--- src/rtl/fcpp_pkg.sv ---
// Package of the flash page-program command sequencer.
// Assumes a single 200 MHz clock domain shared by CPU stores, APB and array.
package fcpp_pkg;

  // Command data keys of the store sequence
  localparam logic [31:0] FCPP_KEY1      = 32'h0000_00AA;
  localparam logic [31:0] FCPP_KEY2      = 32'h0000_0055;
  localparam logic [31:0] FCPP_KEY_PROG  = 32'h0000_00A0;
  localparam logic [31:0] FCPP_KEY_READ  = 32'h0000_00F0;

  // Command address field and its expected values per cycle
  localparam int          FCPP_CADDR_HI  = 18;
  localparam int          FCPP_CADDR_LO  = 8;
  localparam logic [10:0] FCPP_CADDR_1   = 11'h055;
  localparam logic [10:0] FCPP_CADDR_2   = 11'h02A;

  // Chip select field and read-command range bit
  localparam int          FCPP_CHIP_HI   = 20;
  localparam int          FCPP_CHIP_LO   = 19;
  localparam int          FCPP_RANGE_BIT = 20;

  // Page geometry: words share the upper address bits
  localparam int          FCPP_PAGE_LO   = 9;
  localparam int          FCPP_WORDS     = 128;
  localparam logic [8:0]  FCPP_PAGE_TOP  = 9'h000;
  localparam int          FCPP_WIDX_W    = 7;

  // APB register offsets
  localparam logic [11:0] FCPP_OFF_STAT  = 12'h000;
  localparam logic [11:0] FCPP_OFF_CTRL  = 12'h004;
  localparam logic [11:0] FCPP_OFF_WCNT  = 12'h008;

  // Status and control fields
  localparam int          FCPP_ST_DONE   = 0;
  localparam int          FCPP_ST_READ   = 1;
  localparam int          FCPP_ST_LOCK   = 2;
  localparam int          FCPP_ST_FAIL   = 3;
  localparam int          FCPP_CT_EN     = 0;
  localparam logic        FCPP_CT_RESET  = 1'b1;

  // Word store from the CPU core
  typedef struct packed {
    logic        valid;
    logic [31:0] addr;
    logic [31:0] data;
  } fcpp_store_t;

  // Program request to the flash array
  typedef struct packed {
    logic        req;
    logic [31:0] addr;
    logic [31:0] data;
  } fcpp_prog_t;

  typedef enum logic [3:0] {
    FCPP_READ, FCPP_C1, FCPP_C2, FCPP_RD1, FCPP_PG_TOP,
    FCPP_PG_DATA, FCPP_PG_WAIT, FCPP_LOCKED
  } fcpp_state_t;

endpackage : fcpp_pkg

--- src/rtl/fcpp_seq.sv ---
// Flash page-program command sequencer with APB status and control.
// Assumes CPU word stores arrive as one-cycle pulses on pclk and that the
// flash array answers each program word with prog_ack (and prog_fail).
// Function
// Read mode and automatic mode; enter by sequence
// Read mode after reset and normal finish
// Abnormal end stays out of read mode
// F0 to two ranges returns read mode
// Read/reset returns after third write
// Wrong address or data abandons to read
// Host keeps chip select bits fixed
// Host spaces writes by fifteen clocks
// Host avoids flash reads between writes
// Host follows stores with barrier
// Host checks done flag before commanding
// Hardware reset aborts, returns read mode
// Programming only clears bits to zero
// Page is 128 words, same upper bits
// Fourth write starts, then successive words
// New commands ignored while page programs
// Host programs each erased page once
// Partial update pads with all ones
// Normal finish sets done, read mode
// Data crossing page is not processed
// Protected or failed program locks out
// Software reset ignored from fourth write
// Count writes, match table, busy flag
//
// Chosen here: the placing of the registers and the APB register port.
module fcpp_seq
  import fcpp_pkg::*;
#(
  parameter int WORDS = FCPP_WORDS
) (
  // Clock and reset
  input  wire logic        pclk,
  input  wire logic        presetn,
  // APB slave
  input  wire logic        psel,
  input  wire logic        penable,
  input  wire logic        pwrite,
  input  wire logic [11:0] paddr,
  input  wire logic [31:0] pwdata,
  output logic      [31:0] prdata,
  output logic             pready,
  output logic             pslverr,
  // CPU word stores into the flash space
  input  fcpp_store_t      store,
  // Flash array program port
  output fcpp_prog_t       prog,
  input  wire logic        prog_ack,
  input  wire logic        prog_fail,
  input  wire logic        page_protected,
  // Array read gating and flag
  output logic             array_read_ok,
  output logic             op_done_flag
);

  fcpp_state_t             state, next_state;
  logic                    from_lock, next_from_lock;
  logic [1:0]              chip, next_chip;
  logic [31:FCPP_PAGE_LO]  page, next_page;
  logic [FCPP_WIDX_W:0]    widx, next_widx;
  fcpp_prog_t              next_prog;
  logic                    fail, next_fail;
  logic                    seq_en, next_seq_en;
  logic [31:0]             next_prdata;

  logic                    st;
  logic [10:0]             caddr;
  logic                    chip_ok;
  logic                    is_key1, is_key2, is_prog, is_read;
  logic                    apb_wr, apb_rd;
  logic                    ctl_reset;

  // Decode of the incoming store against the command table
  assign st      = store.valid && seq_en;
  assign caddr   = store.addr[FCPP_CADDR_HI:FCPP_CADDR_LO];
  assign chip_ok = (store.addr[FCPP_CHIP_HI:FCPP_CHIP_LO] == chip);
  assign is_key1 = (store.data == FCPP_KEY1) && (caddr == FCPP_CADDR_1);
  assign is_key2 = (store.data == FCPP_KEY2) && (caddr == FCPP_CADDR_2) && chip_ok;
  assign is_prog = (store.data == FCPP_KEY_PROG) && (caddr == FCPP_CADDR_1) && chip_ok;
  assign is_read = (store.data == FCPP_KEY_READ);

  // APB strobes; slave answers in the access cycle with no wait states
  assign apb_wr    = psel && penable && pwrite;
  assign apb_rd    = psel && !penable && !pwrite;
  assign pready    = 1'b1;
  assign pslverr   = psel && penable && (paddr != FCPP_OFF_STAT)
                     && (paddr != FCPP_OFF_CTRL) && (paddr != FCPP_OFF_WCNT);
  assign ctl_reset = apb_wr && (paddr == FCPP_OFF_CTRL) && pwdata[1];

  // Flag and read gating follow the state directly
  always_comb begin
    array_read_ok = (state == FCPP_READ) || (state == FCPP_C1)
                    || (state == FCPP_C2) || (state == FCPP_RD1);
    if (from_lock) begin
      array_read_ok = 1'b0;
    end
    op_done_flag  = array_read_ok;
  end

  // Command sequencer next state
  always_comb begin
    next_state     = state;
    next_from_lock = from_lock;
    next_chip      = chip;
    next_page      = page;
    next_widx      = widx;
    next_fail      = fail;
    next_prog      = prog;
    if (prog_ack) begin
      next_prog.req = 1'b0;
    end
    case (state)
      FCPP_READ, FCPP_LOCKED: begin
        next_from_lock = (state == FCPP_LOCKED);
        if (st && is_key1) begin
          next_chip  = store.addr[FCPP_CHIP_HI:FCPP_CHIP_LO];
          next_state = FCPP_C1;
        end else if (st && is_read && store.addr[FCPP_RANGE_BIT]) begin
          next_state = FCPP_RD1;
        end
      end
      FCPP_RD1: begin
        if (st) begin
          if (is_read && !store.addr[FCPP_RANGE_BIT]) begin
            next_state     = FCPP_READ;
            next_from_lock = 1'b0;
          end else begin
            next_state = from_lock ? FCPP_LOCKED : FCPP_READ;
          end
        end
      end
      FCPP_C1: begin
        if (st) begin
          next_state = is_key2 ? FCPP_C2 : (from_lock ? FCPP_LOCKED : FCPP_READ);
        end
      end
      FCPP_C2: begin
        if (st) begin
          if (is_read && chip_ok) begin
            next_state     = FCPP_READ;
            next_from_lock = 1'b0;
          end else if (is_prog && !from_lock) begin
            next_state = FCPP_PG_TOP;
          end else begin
            next_state = from_lock ? FCPP_LOCKED : FCPP_READ;
          end
        end
      end
      FCPP_PG_TOP: begin
        // Fourth write: page top address with its data; no reset key here
        if (st) begin
          if (store.addr[FCPP_PAGE_LO-1:0] != FCPP_PAGE_TOP) begin
            next_state = FCPP_READ;
          end else if (page_protected) begin
            next_state = FCPP_LOCKED;
            next_fail  = 1'b1;
          end else begin
            next_page      = store.addr[31:FCPP_PAGE_LO];
            next_prog.req  = 1'b1;
            next_prog.addr = store.addr;
            next_prog.data = store.data;
            next_widx      = '0;
            next_state     = FCPP_PG_WAIT;
          end
        end
      end
      FCPP_PG_DATA: begin
        // Every store inside the page is data; commands including read/reset are ignored
        if (st && (store.addr[31:FCPP_PAGE_LO] == page)) begin
          next_prog.req  = 1'b1;
          next_prog.addr = {page, widx[FCPP_WIDX_W-1:0], 2'b00};
          next_prog.data = store.data;
          next_state     = FCPP_PG_WAIT;
        end
      end
      FCPP_PG_WAIT: begin
        if (prog_ack) begin
          if (prog_fail) begin
            next_state = FCPP_LOCKED;
            next_fail  = 1'b1;
          end else if (widx == (FCPP_WIDX_W+1)'(WORDS - 1)) begin
            next_state     = FCPP_READ;
            next_from_lock = 1'b0;
          end else begin
            next_widx  = widx + 1'b1;
            next_state = FCPP_PG_DATA;
          end
        end
      end
      default: begin
        next_state = FCPP_READ;
      end
    endcase
    // Software clear of the failure report; a new failure (entry to lock) wins
    if (ctl_reset && !((next_state == FCPP_LOCKED) && (state != FCPP_LOCKED))) begin
      next_fail = 1'b0;
    end
  end

  // Sequencer registers; hardware reset aborts everything
  always_ff @(posedge pclk or negedge presetn) begin
    if (!presetn) begin
      state     <= FCPP_READ;
      from_lock <= 1'b0;
      chip      <= 2'h0;
      page      <= '0;
      widx      <= '0;
      fail      <= 1'b0;
      prog      <= '0;
    end else begin
      state     <= next_state;
      from_lock <= next_from_lock;
      chip      <= next_chip;
      page      <= next_page;
      widx      <= next_widx;
      fail      <= next_fail;
      prog      <= next_prog;
    end
  end

  // APB register next values; read data captured at setup
  always_comb begin
    next_seq_en = seq_en;
    next_prdata = prdata;
    if (apb_wr && (paddr == FCPP_OFF_CTRL)) begin
      next_seq_en = pwdata[FCPP_CT_EN];
    end
    if (apb_rd) begin
      next_prdata = 32'h0000_0000;
      case (paddr)
        FCPP_OFF_STAT: begin
          next_prdata[FCPP_ST_DONE] = op_done_flag;
          next_prdata[FCPP_ST_READ] = array_read_ok;
          next_prdata[FCPP_ST_LOCK] = (state == FCPP_LOCKED);
          next_prdata[FCPP_ST_FAIL] = fail;
        end
        FCPP_OFF_CTRL: begin
          next_prdata[FCPP_CT_EN] = seq_en;
        end
        FCPP_OFF_WCNT: begin
          next_prdata[FCPP_WIDX_W:0] = widx;
        end
        default: begin
          next_prdata = 32'h0000_0000;
        end
      endcase
    end
  end

  // APB registers
  always_ff @(posedge pclk or negedge presetn) begin
    if (!presetn) begin
      seq_en <= FCPP_CT_RESET;
      prdata <= 32'h0000_0000;
    end else begin
      seq_en <= next_seq_en;
      prdata <= next_prdata;
    end
  end

endmodule : fcpp_seq

--- config.mk ---
export PLATFORM = sky130hd
export DESIGN_NAME = fcpp_seq
export DESIGN_NICKNAME = d
export VERILOG_FILES = /design/src/rtl/fcpp_pkg.sv /design/src/rtl/fcpp_seq.sv
export SDC_FILE = /design/constraint.sdc
export NUM_CORES = 1
export LEC_CHECK = 0
export BUFFER_PORTS_ARGS = -buffer_cell sky130_fd_sc_hd__buf_2
export CAP_MARGIN = 25
export CORE_AREA = 2 2 110 112
export DETAILED_ROUTE_END_ITERATION = 12
export DIE_AREA = 0 0 112 114
export GPL_TIMING_DRIVEN = 0
export PLACE_DENSITY = 0.89
export SYNTH_ARGS = -nofsm -noshare
export SYNTH_HDL_FRONTEND = slang
export SYNTH_SLANG_ARGS = --single-unit
export TNS_END_PERCENT = 1
--- constraint.sdc ---
create_clock -name pclk -period 3.1 [get_ports pclk]
set_input_delay 0 -clock pclk [delete_from_list [all_inputs] [get_ports pclk]]
set_output_delay 0 -clock pclk [all_outputs]
set_load 0.1 [all_outputs]
==> results.txt <==
The register-to-register path setup slack came out at 300 ps. During placement, the flow inserted port buffers numbering 160. The synthesized design spends more area on one cell type than any other, namely dfrtp_1. Dividing the detail-routed wire length by the instance count gives 17.01 microns.

The post-route non-filler standard cell count came out at 1,014. The pin count of the biggest net entering global routing is 80. The number of hold-slack violations in the final timing report is 0.

The layer flagged by global routing as most heavily used is met2. The worst relative slew slack came out at 0.5147. The arrival time of the worst setup path is 3080 ps.

The leakage power summed over all cells came out at 0.004357 uW. For this design the top-level I/O count stands at 218. The share of synthesized area in the top cell type comes to 0.4898.

In this run the deepest clock path goes through 2 buffers. Detailed routing inserted a total of 5,390 vias. The via count of the first global-routing pass was 5,462. The clock drives 113 sinks. The total placed cells including tap cells is 919.

The effective utilization at floorplan is 0.4886. The violation count after the first detailed-route iteration is 439. The TritonCTS clock tree is done. The count of yosys warnings during synthesis is 0.

The commonest cells after synthesis are 151 x nand2_1, 112 x dfrtp_1, 35 x mux2_2, 29 x nor2_1. For this run, global-route usage on met3 was measured as 0.06057. The number of different library cells in the post-synthesis netlist came out at 64. The maximum fanout encountered on the critical timing path came out at 4. After layout, the minimum clock period comes to 2801 ps.

Timing would allow up to 0.3571 GHz. The worst setup path is launched from a primary input. The aggregate routed wire length came out at 17,250 microns. The area overhead of the layout relative to synthesis came out at 41.85%. The number of storage elements in the synthesis netlist is 113.

The clock transition at the register clock pins on the worst setup and hold paths after CTS is 60 ps. The vias per cell is 5.316. The cell chosen for the clock root is clkbuf_16. The global-route wire length before repair came out at 27,640 microns. Of the cells placed in the final design, the portion with a size suffix greater than 1 is 0.3241. The floorplan row count came out at 40. The first-pass detailed-route iteration total came out at 5. The share of synthesized registers carrying an async set or reset is 1.000.

nand2_1 is the most common cell in the netlist. The class of the most critical hold timing path is primary input to async pin. The total clock buffers created by CTS came out at 17.

After detailed routing, the number of remaining DRC violations is 0. Setup repair after global routing left no endpoint under its margin. The areal power density over the cells came out at 494.1 nW/um^2. The overall die area is 12,770 sq um. In the global route stage, met2 resource usage came out at 0.4893.

The post-CTS setup buffer count came out at 0. The vertical extent of the die came out at 114 microns. The met1 track utilization from global routing came out at 0.3366. Setup total negative slack on the finished layout was measured at 0 ps. The number of antenna diodes in the final layout is 0.

The global routing usage summed across all routing layers came out at 0.2770. After synthesis, the cell types taking the most area are dfrtp_1 49%, nand2_1 9.9%, mux2_2 6.9%. The number of antenna violations at the first check in global routing came to 0. STA classifies the critical path endpoint as a flop. The final cycle utilization of the critical path came out at 0.9034. The number of cells produced by synthesis came out at 587. The max-capacitance violation count is 0. The placeable core region is 11,710 sq um. The antenna violation net count after detailed routing is 0. The flow ran to the end, and the final reports show no timing, DRC or antenna violations. For the pin with the worst max-slew slack, the measured transition is 721.2 ps. Fill cells in the final layout number 860.

The latest clock arrival within the worst-skew pair came out at 420 ps. The final setup violation count is 0. The weighted congestion at the end of routability-driven global placement came out at 0.8866. CTS built an H-tree with a depth of 4. The placed wire-length estimate is 11,250 microns. The setup path with the least slack is of type primary input to flop.

The maximum VDD drop is 0.4914 mV. The count of nets after finishing came out at 973. The most used flip-flop cell after synthesis is dfrtp_1. The final-report max-slew violation count is 0. The data required time at the worst endpoint is 3380 ps. The number of enable flip-flop cells after synthesis is 0.

The sum of overflow across all layers after global routing is 0. Across the routed clock network, the largest skew measured is 8.188 ps. From left edge to right edge, the die measures 112 microns. The sequential fraction of the synthesis area came out at 0.4944.

The synthesized cell area came out at 5722 sq um. The post-synthesis area per instance is 9.747 sq um.
[stage by stage]
step / hold slack [ps] / area, sq um / total power, uW / setup slack, ps / util
finish: 28.85 / 8117 / 4011 / 299.5 / 0.6931
global route: 53.53 / 8117 / 4111 / 94.02 / 0.6931
CTS: 23.59 / 8110 / 4014 / 191.0 / 0.6925
detailed placement: -88.23 / 6835 / 1843 / 181.0 / 0.5837
global placement: 234.0 / 6802 / 1835 / 273.3 / 0.5808
floorplan: -295.6 / 5817 / 1718 / 917.6 / -
[sequential cells by signal, summed over array words and instances (netlist names)]
signal and count:
widx 8, from_lock 1, seq_en 1, prdata 8
fail 1, state 4, page 23, prog 65
chip 2
[worst max-delay path: stages]
cell	delay [ps]
dlygate4sd3_1	530
buf_2	150
nor4_1	650
or3b_4	490
nor4_4	350
a41oi_2	100
a311o_1	410
a211oi_2	280
o41ai_1	120
[cell type report]
| cell class | instances | area, sq um | share of cell area |
|---|---|---|---|
| buffer | 51 | 329.1 | 0.04054 |
| clock buffer | 21 | 450.4 | 0.05550 |
| clock inverter | 10 | 183.9 | 0.02266 |
| inverter | 7 | 26.28 | 0.003237 |
| multi-input combinational | 440 | 2639 | 0.3251 |
| sequential | 113 | 2829 | 0.3485 |
| tap | 147 | 183.9 | 0.02266 |
| timing repair buffer | 225 | 1475 | 0.1817 |
[worst paths after layout]
check,from,end,cells past startpoint
max,store[47],fail$_DFFE_PN0P_,9
min,presetn,prog[2]$_DFFE_PN0P_,2
max reg2reg,state[2]$_DFF_PN0_,prog[48]$_DFFE_PN0P_,8
min reg2reg,prog[57]$_DFFE_PN0P_,prog[57]$_DFFE_PN0P_,2
max in group asynchronous,presetn,prdata[4]$_DFFE_PN0P_,3
min in group pclk,psel,prdata[5]$_DFFE_PN0P_,3
[logic make-up after synthesis]
| kind of cell | Yosys count | share of synthesized area |
|---|---|---|
| fa+ha+maj | 1 | 0.002186 |
| flops | 113 | 0.4944 |
| mux | 37 | 0.07238 |
| buf+inv | 58 | 0.06210 |
| xor+xnor | 30 | 0.04592 |
| simple gates | 276 | 0.2353 |
| other cells | 2 | 0.001313 |
| compound gates | 70 | 0.08638 |
[metal layers]
| metal | share of wire | vias to the layer above |
|---|---|---|
| li1 | - | 2524 |
| met1 | 0.40 | 2606 |
| met2 | 0.51 | 229 |
| met3 | 0.070 | 31 |
| met4 | 0.019 | 0 |
| met5 | 0 | - |
[power by group]
part           switching, uW  total (uW)  internal, uW
logic                    266         407           140
clock network            685        2120          1440
registers               2.48        1480          1480
[timing repair]
| item | CTS | global route |
|---|---|---|
| hold buffers | 64 | 0 |
| setup endpoints to repair | 0 | 2 |
| gates resized for setup | 0 | 1 |
| endpoints found under the hold margin | 200 | 0 |
[placed cells by master (no fill, tap or decap), drive strengths merged, types with 22 or more instances in the layout]
| cell | count |
|---|---|
| buf | 188 |
| dfrtp | 112 |
| conb | 26 |
| xor2 | 26 |
| dlygate4sd3 | 64 |
| a22oi | 22 |
| nor2 | 29 |
| nand2 | 152 |
| mux2 | 35 |
| clkbuf | 45 |
Note: power is estimated with default switching activity, not from simulation.
